## src/pkg/startup_cfg_pkg.sv

```systemverilog
// Purpose: constants for the motor start-up configuration block
// Assumes: 16-bit words, one per address, on an 8-bit-addressed register port
// Notes: rates are held as fixed-point codes for downstream logic
package startup_cfg_pkg;
	// ************************************************
	// register map
	// ************************************************
	localparam logic [7:0] detect_brake_addr = 8'h92;
	localparam logic [7:0] accel_handover_addr = 8'h93;
	localparam logic [15:0] cfg_reset = 16'h0000;
	localparam logic [15:0] accel_rw_mask = 16'h7FFF;
	// ************************************************
	// field positions
	// ************************************************
	localparam int stationary_pos = 14;
	localparam int brake_level_pos = 13;
	localparam int hysteresis_pos = 12;
	localparam int detect_en_pos = 11;
	localparam int reverse_en_pos = 10;
	localparam int reverse_thr_pos = 8;
	localparam int current_pos = 6;
	localparam int ramp_pos = 3;
	localparam int brake_dur_pos = 0;
	localparam int range_pos = 14;
	localparam int accel2_pos = 11;
	localparam int accel1_pos = 8;
	localparam int handover_pos = 3;
	localparam int align_pos = 0;
	// ************************************************
	// timing
	// ************************************************
	localparam int clk_mhz = 200;
	localparam int ms_tick_ns = 1000000;
	localparam int ms_tick_cycles = ms_tick_ns * clk_mhz / 1000;
	localparam int stationary_base_ms = 80;
	localparam int brake_base_ms = 2700;
	localparam int align_base_ms = 5300;
	// handover speed in units of 0.1 Hz
	localparam int low_step_dhz = 8;
	localparam int high_step_dhz = 128;
	localparam int high_base_dhz = 119;
	typedef enum logic [2:0] {
		st_idle, st_detect, st_brake, st_reverse, st_align, st_open,
		st_closed
	} phase_t;
endpackage

```

## src/core/motor_startup_config.sv

```systemverilog
// Purpose: start-up configuration words and start-up sequencer
// Assumes: register port is synchronous; speeds in 0.1 Hz units
// Notes: settings latched at a start-up request taken in idle
//Behaviour
//RULE1 - stationary after 80/160/320/640 ms silence
//RULE2 - brake level 24 mA or 48 mA
//RULE3 - comparator hysteresis 20 mV or 40 mV
//RULE4 - speed detection only when enabled
//RULE5 - reverse enable and 6.3-51 Hz threshold
//RULE6 - open-loop current 0.2 to 1.6 A
//RULE7 - align current 0.15 to 1.2 A
//RULE8 - current ramp code 000 fastest
//RULE9 - brake code 000 off, else durations
//RULE10 - range bit selects fast or slow
//RULE11 - second-order accel code, 111 is zero
//RULE12 - first-order accel code per range
//RULE13 - low handover range n times 0.8 Hz
//RULE14 - high handover range 12.8(n-16)+11.9 Hz
//RULE15 - align time 5.3 s halving per code
//RULE16 - reserved top bit reads zero
//RULE17 - both words reset to zero
//RULE18 - detect, brake/reverse/align, open, closed
//RULE19 - new settings apply at next start
`timescale 1ns/10ps
module motor_startup_config (
	input wire logic clk,
	input wire logic rst_n,
	input wire logic [7:0] reg_addr,
	input wire logic reg_write,
	input wire logic [15:0] reg_wdata,
	output logic [15:0] reg_rdata,
	input wire logic start_request,
	input wire logic zero_cross,
	input wire logic [11:0] speed_dhz,
	input wire logic speed_reverse,
	output startup_cfg_pkg::phase_t phase,
	output logic [1:0] drive_current_code,
	output logic align_current_select,
	output logic [2:0] ramp_code,
	output logic brake_level_high,
	output logic hysteresis_high,
	output logic accel_slow_range,
	output logic [2:0] accel2_code,
	output logic [2:0] accel1_code,
	output logic [11:0] handover_dhz,
	output logic handover_valid
);
	import startup_cfg_pkg::*;
	logic rst_s1, rst_s2;
	logic [15:0] detect_brake_cfg, accel_cfg;
	logic [15:0] run_db, run_ac;
	logic [31:0] tick_cnt;
	logic ms_tick;
	logic [12:0] ms_cnt;
	phase_t next_phase;
	// ************************************************
	// reset release
	// ************************************************
	always_ff @(posedge clk or negedge rst_n) begin
		if (!rst_n) begin
			rst_s1 <= 1'b0;
			rst_s2 <= 1'b0;
		end else begin
			rst_s1 <= 1'b1;
			rst_s2 <= rst_s1;
		end
	end
	// ************************************************
	// register port
	// ************************************************
	wire wr_db = reg_write && reg_addr == detect_brake_addr;
	wire wr_ac = reg_write && reg_addr == accel_handover_addr;
	// words written by software; reset clears every field
	always_ff @(posedge clk or negedge rst_s2) begin
		if (!rst_s2) begin
			detect_brake_cfg <= cfg_reset; // [RULE17]
			accel_cfg <= cfg_reset; // [RULE17]
		end else begin
			if (wr_db)
				detect_brake_cfg <= reg_wdata;
			if (wr_ac)
				accel_cfg <= reg_wdata & accel_rw_mask; // [RULE16]
		end
	end
	// read mux, reserved bit held at zero
	assign reg_rdata = (reg_addr == detect_brake_addr) ? detect_brake_cfg :
		(reg_addr == accel_handover_addr) ? accel_cfg : 16'h0000;
	// ************************************************
	// settings snapshot per start-up
	// ************************************************
	always_ff @(posedge clk or negedge rst_s2) begin
		if (!rst_s2) begin
			run_db <= cfg_reset;
			run_ac <= cfg_reset;
		end else if (phase == st_idle && start_request) begin
			run_db <= detect_brake_cfg; // [RULE19]
			run_ac <= accel_cfg; // [RULE19]
		end
	end
	// ************************************************
	// field decode of running copy
	// ************************************************
	wire [1:0] stat_code = run_db[stationary_pos +: 2];
	wire detect_en = run_db[detect_en_pos];
	wire reverse_en = run_db[reverse_en_pos];
	wire [1:0] rev_code = run_db[reverse_thr_pos +: 2];
	wire [2:0] brake_code = run_db[brake_dur_pos +: 3];
	wire brake_en = brake_code != 3'h0; // [RULE9]
	wire [4:0] ho_code = run_ac[handover_pos +: 5];
	wire [2:0] align_code = run_ac[align_pos +: 3];
	// reverse or brake speed threshold in 0.1 Hz
	function automatic logic [11:0] rev_thr(input logic [1:0] c);
		case (c)
			2'h0: rev_thr = 12'd63;
			2'h1: rev_thr = 12'd130;
			2'h2: rev_thr = 12'd260;
			default: rev_thr = 12'd510;
		endcase
	endfunction
	wire [11:0] rev_limit = rev_thr(rev_code); // [RULE5]
	// handover speed in 0.1 Hz
	wire [11:0] ho_low = 12'(ho_code[3:0] * low_step_dhz); // [RULE13]
	wire [11:0] ho_high = 12'(ho_code[3:0] * high_step_dhz
		+ high_base_dhz); // [RULE14]
	assign handover_dhz = ho_code[4] ? ho_high : ho_low;
	assign handover_valid = ho_code != 5'h00; // [RULE13]
	// ************************************************
	// pass-through settings, and align current select decoded from phase
	// ************************************************
	assign drive_current_code = run_db[current_pos +: 2]; // [RULE6]
	assign align_current_select = phase == st_align; // [RULE7]
	assign ramp_code = run_db[ramp_pos +: 3]; // [RULE8]
	assign brake_level_high = run_db[brake_level_pos]; // [RULE2]
	assign hysteresis_high = run_db[hysteresis_pos]; // [RULE3]
	assign accel_slow_range = run_ac[range_pos]; // [RULE10]
	assign accel2_code = run_ac[accel2_pos +: 3]; // [RULE11]
	assign accel1_code = run_ac[accel1_pos +: 3]; // [RULE12]
	// ************************************************
	// millisecond tick and phase timer
	// ************************************************
	assign ms_tick = tick_cnt == 32'(ms_tick_cycles - 1);
	always_ff @(posedge clk or negedge rst_s2) begin
		if (!rst_s2)
			tick_cnt <= 32'h0;
		else
			tick_cnt <= ms_tick ? 32'h0 : tick_cnt + 32'h1;
	end
	wire phase_change = next_phase != phase;
	// silence timer restarts on a zero cross during detection and on each phase change
	always_ff @(posedge clk or negedge rst_s2) begin
		if (!rst_s2)
			ms_cnt <= 13'h0;
		else if (phase_change || (phase == st_detect && zero_cross))
			ms_cnt <= 13'h0;
		else if (ms_tick)
			ms_cnt <= ms_cnt + 13'h1;
	end
	// durations in ms, stationary doubling and brake and align halving per code
	wire [12:0] stat_ms = 13'(stationary_base_ms << stat_code); // [RULE1]
	wire [12:0] brake_ms = 13'(brake_base_ms >> (brake_code - 3'h1));
	wire [12:0] align_ms = 13'(align_base_ms >> align_code); // [RULE15]
	// ************************************************
	// start-up sequence
	// ************************************************
	wire fast = speed_dhz >= rev_limit;
	always_comb begin
		next_phase = phase;
		case (phase)
			st_idle:
				if (start_request)
					next_phase = st_detect;
			st_detect:
				if (!detect_en) // [RULE4]
					next_phase = st_align;
				else if (ms_cnt >= stat_ms) // [RULE1]
					next_phase = brake_en ? st_brake : st_align;
				else if (zero_cross && fast && speed_reverse)
					next_phase = reverse_en ? st_reverse :
						(brake_en ? st_brake : st_align); // [RULE5]
				else if (zero_cross && fast)
					next_phase = st_closed;
			st_brake:
				if (ms_cnt >= brake_ms) // [RULE9]
					next_phase = st_align;
			st_reverse:
				if (speed_dhz < rev_limit)
					next_phase = brake_en ? st_brake : st_align;
			st_align:
				if (ms_cnt >= align_ms) // [RULE15]
					next_phase = st_open;
			st_open:
				if (handover_valid && speed_dhz >= handover_dhz)
					next_phase = st_closed; // [RULE18]
			st_closed:
				next_phase = st_closed;
			default:
				next_phase = st_idle;
		endcase
	end
	always_ff @(posedge clk or negedge rst_s2) begin
		if (!rst_s2)
			phase <= st_idle;
		else
			phase <= next_phase; // [RULE18]
	end
	// ************************************************
	// checks
	// ************************************************
	a_reserved_zero: assert property (@(posedge clk) disable iff (!rst_s2)
		reg_addr == accel_handover_addr |-> !reg_rdata[15]) // [RULE16]
		else $error("reserved bit read as one");
	a_snapshot_hold: assert property (@(posedge clk) disable iff (!rst_s2)
		phase != st_idle |=> $stable(run_db)) // [RULE19]
		else $error("settings changed mid sequence");
	a_skip_detect: assert property (@(posedge clk) disable iff (!rst_s2)
		phase == st_detect && !detect_en |=> phase == st_align) // [RULE4]
		else $error("detection not skipped");
	a_no_brake: assert property (@(posedge clk) disable iff (!rst_s2)
		phase != st_brake && brake_code == 3'h0 |=> phase != st_brake)
		// [RULE9]
		else $error("brake entered while disabled");
	a_align_to_open: assert property (@(posedge clk) disable iff (!rst_s2)
		phase == st_align && ms_cnt >= align_ms |=> phase == st_open)
		// [RULE15]
		else $error("align did not end");
	a_handover_step: assert property (@(posedge clk) disable iff (!rst_s2)
		!ho_code[4] |-> handover_dhz == 12'(ho_code * 8)) // [RULE13]
		else $error("low handover wrong");
	a_handover_high: assert property (@(posedge clk) disable iff (!rst_s2)
		ho_code == 5'h1F |-> handover_dhz == 12'd2039) // [RULE14]
		else $error("high handover wrong");
	a_open_close: assert property (@(posedge clk) disable iff (!rst_s2)
		phase == st_open && handover_valid && speed_dhz >= handover_dhz
		|=> phase == st_closed) // [RULE18]
		else $error("handover missed");
	a_stationary: assert property (@(posedge clk) disable iff (!rst_s2)
		phase == st_detect && detect_en |-> stat_ms == 13'(80 << stat_code))
		// [RULE1]
		else $error("stationary time wrong");
	a_reset_zero: assert property (@(posedge clk)
		$rose(rst_s2) |-> detect_brake_cfg == 16'h0000) // [RULE17]
		else $error("word not cleared");
	// ************************************************
	// checks of the sequence and held settings
	// ************************************************
	// a start request in idle opens detection and takes a snapshot
	a_start_detect: assert property (@(posedge clk) // [RULE18]
		disable iff (!rst_s2) phase == st_idle && start_request
		|=> phase == st_detect)
		else $error("start not taken");
	a_start_snap: assert property (@(posedge clk) // [RULE19]
		disable iff (!rst_s2) phase == st_idle && start_request
		|=> run_db == $past(detect_brake_cfg) && run_ac == $past(accel_cfg))
		else $error("snapshot not taken");
	a_level_hold: assert property (@(posedge clk) // [RULE2]
		disable iff (!rst_s2) phase != st_idle |=> $stable(brake_level_high))
		else $error("brake level changed mid sequence");
	a_hyst_hold: assert property (@(posedge clk) // [RULE3]
		disable iff (!rst_s2) phase != st_idle |=> $stable(hysteresis_high))
		else $error("hysteresis changed mid sequence");
	a_current_hold: assert property (@(posedge clk) // [RULE6]
		disable iff (!rst_s2) phase != st_idle |=> $stable(drive_current_code))
		else $error("current changed mid sequence");
	a_ramp_hold: assert property (@(posedge clk) // [RULE8]
		disable iff (!rst_s2) phase != st_idle |=> $stable(ramp_code))
		else $error("ramp changed mid sequence");
	a_range_hold: assert property (@(posedge clk) // [RULE10]
		disable iff (!rst_s2) phase != st_idle |=> $stable(accel_slow_range))
		else $error("range changed mid sequence");
	a_accel2_hold: assert property (@(posedge clk) // [RULE11]
		disable iff (!rst_s2) phase != st_idle |=> $stable(accel2_code))
		else $error("second order accel changed mid sequence");
	a_accel1_hold: assert property (@(posedge clk) // [RULE12]
		disable iff (!rst_s2) phase != st_idle |=> $stable(accel1_code))
		else $error("first order accel changed mid sequence");
	a_handover_hold: assert property (@(posedge clk) // [RULE13]
		disable iff (!rst_s2) phase != st_idle |=> $stable(handover_dhz))
		else $error("handover changed mid sequence");
	a_align_select: assert property (@(posedge clk) // [RULE7]
		disable iff (!rst_s2) align_current_select |-> phase == st_align)
		else $error("align current outside align");
	a_accel_reset: assert property (@(posedge clk) // [RULE17]
		$rose(rst_s2) |-> accel_cfg == 16'h0000 && phase == st_idle)
		else $error("accel word or phase not cleared");
	a_write_mask: assert property (@(posedge clk) // [RULE16]
		disable iff (!rst_s2) wr_ac |=> !accel_cfg[15])
		else $error("reserved bit stored");
	a_reverse_entry: assert property (@(posedge clk) // [RULE5]
		disable iff (!rst_s2) phase == st_detect && detect_en
		&& ms_cnt < stat_ms && zero_cross && speed_reverse && reverse_en
		&& speed_dhz >= rev_limit |=> phase == st_reverse)
		else $error("reverse drive not entered");
	a_reverse_exit: assert property (@(posedge clk) // [RULE5]
		disable iff (!rst_s2) phase == st_reverse && speed_dhz < rev_limit
		|=> phase != st_reverse)
		else $error("reverse drive not left");
	a_brake_exit: assert property (@(posedge clk) // [RULE9]
		disable iff (!rst_s2) phase == st_brake && ms_cnt >= brake_ms
		|=> phase == st_align)
		else $error("brake did not end");
	a_stat_exit: assert property (@(posedge clk) // [RULE1]
		disable iff (!rst_s2) phase == st_detect && detect_en
		&& ms_cnt >= stat_ms |=> phase == st_brake || phase == st_align)
		else $error("stationary motor not handled");
	a_silence_restart: assert property (@(posedge clk) // [RULE1]
		disable iff (!rst_s2) phase == st_detect && zero_cross
		|=> ms_cnt == 13'h0)
		else $error("silence timer not restarted");
	a_handover_none: assert property (@(posedge clk) // [RULE13]
		disable iff (!rst_s2) ho_code == 5'h00 |-> !handover_valid)
		else $error("zero handover code marked valid");
	a_handover_base: assert property (@(posedge clk) // [RULE14]
		disable iff (!rst_s2) ho_code == 5'h10 |-> handover_dhz == 12'd119)
		else $error("high handover base wrong");
endmodule

```

## config.mk

```make
export PLATFORM = sky130hd
export DESIGN_NAME = motor_startup_config
export DESIGN_NICKNAME = d
export VERILOG_FILES = /design/src/pkg/startup_cfg_pkg.sv /design/src/core/motor_startup_config.sv
export SDC_FILE = /design/constraint.sdc
export NUM_CORES = 1
export LEC_CHECK = 0
export ABC_AREA = 1
export ABC_CLOCK_PERIOD_IN_PS = 10100
export BUFFER_PORTS_ARGS = -buffer_cell sky130_fd_sc_hd__buf_2
export CAP_MARGIN = 20
export CORE_MARGIN = 1
export CORE_UTILIZATION = 40
export DETAILED_ROUTE_END_ITERATION = 8
export SLEW_MARGIN = 20
export SYNTH_ARGS = -nofsm -noshare
export SYNTH_HDL_FRONTEND = slang
export SYNTH_SLANG_ARGS = --single-unit
```

## constraint.sdc

```tcl
create_clock -name clk -period 10.1 [get_ports clk]
set_input_delay 1.01 -clock clk [delete_from_list [all_inputs] [get_ports clk]]
set_output_delay 1.01 -clock clk [all_outputs]
set_load 0.01 [all_outputs]
```

==> out/results.ini <==
[status]
outcome=complete, no violations

[global_route]
grt_pass1_vias=6096
use_met2_pct=31.2
grt_max_degree=64
grt_busiest_layer=met2
grtUsageTotal_pct=19.1
grt_util_met3_pct=4.06
grt_pass1_wl_mm=29.9
met1_usage_pct=25.9
antenna_found_initial=1
overflow=0

[setup_path]
reg2reg_slack_ps=6900
cp_common_cell=buf_2
reg2reg_from=run_db[0]$_DFFE_PN0P_
crit_slowest_cell=nand2_1
path_max_fanout=15
crit_path_end_kind=primary output
crit_type=primary input to primary output
cp.arrival_ps=2470
rr_worst_depth=16
slowest_delay_ps=460
cp_cell_sequence=buf_2 -> nor3_1 -> nand2_1 -> o22ai_1 -> buf_2
cp-start-kind=primary input
regToRegEndpoint=ms_cnt[3]$_DFFE_PN0P_
cp.required_ps=9090

[layout]
drive_gt1_share_pct=16.0
final_cell_mix=206 x nand2_1, 156 x inv_1, 111 x dfrtp_1
num-nets-final=1142
diodes=0
fillers=1857
final_common_cell=nand2_1
area_growth_pct=11.1
post-route-util_pct=46.1

[worst_hold_path]
whs_path_depth=0
holdCritStartpoint=rst_s1$_DFF_PN0_
min-delay-path-class=flop to flop
holdPathEnd=rst_s2$_DFF_PN0_

[sta]
post-route-min-period_ps=3480
skew_ps=14.0
worst_slew_pin_slew_ps=998
slew_violations=0
hold_viol=0
rsz0062_at_grt=false
setup_viol=0
relSlewSlack_pct=33.3
fin_setup_tns_ps=0
max_clock_freq_mhz=288
finalCritPeriodShare_pct=34.4

[clock_network]
cts.repair.resized=0
cts_hold_buffers=0
ctsRootBufferMaster=clkbuf_16
cts_sinks=112
clock_latency_ps=370
cts_max_level=3
cts_tree=done
cts_setup_buffers=0
path_clk_slew_ps=70
cts_made_buffers=9
cts_buffer_depth=2

[power_and_ir_drop]
leakagePower_nw=4.26
vdd.ir_drop.worst_uv=105
power_w=0.00125
power_density_nw_per_um2=149

[floorplan]
core_area_um2=18200
rows=49
die_area_um2=19400
initial_core_util_pct=41.5
die_h_um=139
num_io_pins=89
fp.dieW_um=139

[detailed_routing]
drc=0
vias=6259
drt_iter0_drc=321
wl_mm=17.4
wl_per_cell_um=13.8
viasPerCell=4.94
first_pass_iters=5
ant_nets=0

[place]
numPortBuffers=87
hpwl_mm=13.4
place.gp.congestion=0.902

[logic_synthesis]
syn_inst=966
yosysTopAreaCell=dfrtp_1
syn_nets=1076
ys_ff_latch=112
syn-cell-area_um2=7550
synth_top_area_share_pct=37.1
yosysWarnings=0
synthDistinctLibCells=48
synth_area_leaders=dfrtp_1 37%, ha_1 11%, nand2_1 10%, inv_1 7.8%, o21ai_0 5.4%
avgSynthCellArea_um2=7.82
synth-seq-area-share_pct=37.1

[flow_run]
cap_violations=0

## cell type report
cell class	count	area, um2	area share [%]
sequential	112	2810	33.4
multi-input combinational	656	3940	46.9
tap	229	287	3.41
timing repair buffer	89	450	5.37
inverter	164	623	7.42
clock buffer	10	229	2.73
clock inverter	6	60.1	0.715
## report_power, final
group          total (W)  internal, W  switching [W]
logic           0.000368     0.000137       0.000230
clock network   0.000361     0.000174       0.000187
registers       0.000523     0.000483      0.0000397
total            0.00125     0.000795       0.000457
## Yosys cell counts (all sizes together)
cell type / n
a21boi: 1
a21o: 1
a21oi: 29
a311oi: 1
and2: 1
buf: 19
clkbuf: 15
clkinv: 1
conb: 2
dfrtp: 112
ha: 68
inv: 163
nand2: 211
nand3: 32
nand3b: 2
nand4: 34
nor2: 87
nor3: 37
nor4: 11
o2111ai: 1
o21a: 2
o21ai: 85
o21bai: 5
o221ai: 1
o22ai: 16
o31ai: 1
or2: 4
xnor2: 4
xor2: 20
## layer usage
metal  vias up  wire length, um
li1       3239                -
met1      2885             8580
met2       120             7900
met3        13              776
met4         2              152
met5         -               10
## critical path, delay by kind of cell
kind,cells,cell delay (ps)
compound gates,1,330
buf+inv,2,260
simple gates,2,850
## registers in the layout (all words and copies together) (netlist names), 3 cells and up
| register | cells |
|---|---|
| accel_cfg | 15 |
| ms_cnt | 13 |
| run_ac | 15 |
| detect_brake_cfg | 16 |
| phase | 3 |
| run_db | 16 |
| tick_cnt | 32 |
## metrics by stage
stage | cell area (um2) | setup WS, ps | hold WS [ps] | std cells
6_report | 8390 | 6620 | 351 | 1266
5_1_grt | 8390 | 6410 | 385 | 1266
4_1_cts | 8390 | 6680 | 355 | 1266
3_5_place_dp | 8100 | 6690 | 338 | 1250
3_3_place_gp | 8100 | 6780 | 337 | 1250
2_1_floorplan | 7550 | 6750 | 331 | 966
## how the worst max path moves through the flow
stage	startpoint	end
final	reg_addr[5]	reg_rdata[7]
after floorplan	rst_s2$_DFF_PN0_	accel_cfg[0]$_DFFE_PN0P_
after global placement	reg_addr[5]	reg_rdata[0]
after CTS	reg_addr[5]	reg_rdata[7]
after detailed placement	reg_addr[5]	reg_rdata[7]
after global routing	run_db[0]$_DFFE_PN0P_	ms_cnt[1]$_DFFE_PN0P_
## cell families after synthesis
family                     count (synthesis)  synth area share (%)
and+or+nand+nor                          419                  27.7
buffers and inverters                    198                  10.8
AOI/OAI and AO/OA                        143                  10.3
DFF                                      112                  37.1
adders and majority gates                 68                  11.3
xor gates and xnor gates                  24                  2.78
other                                      2                0.0994
Power figures use the tool's default switching activity.
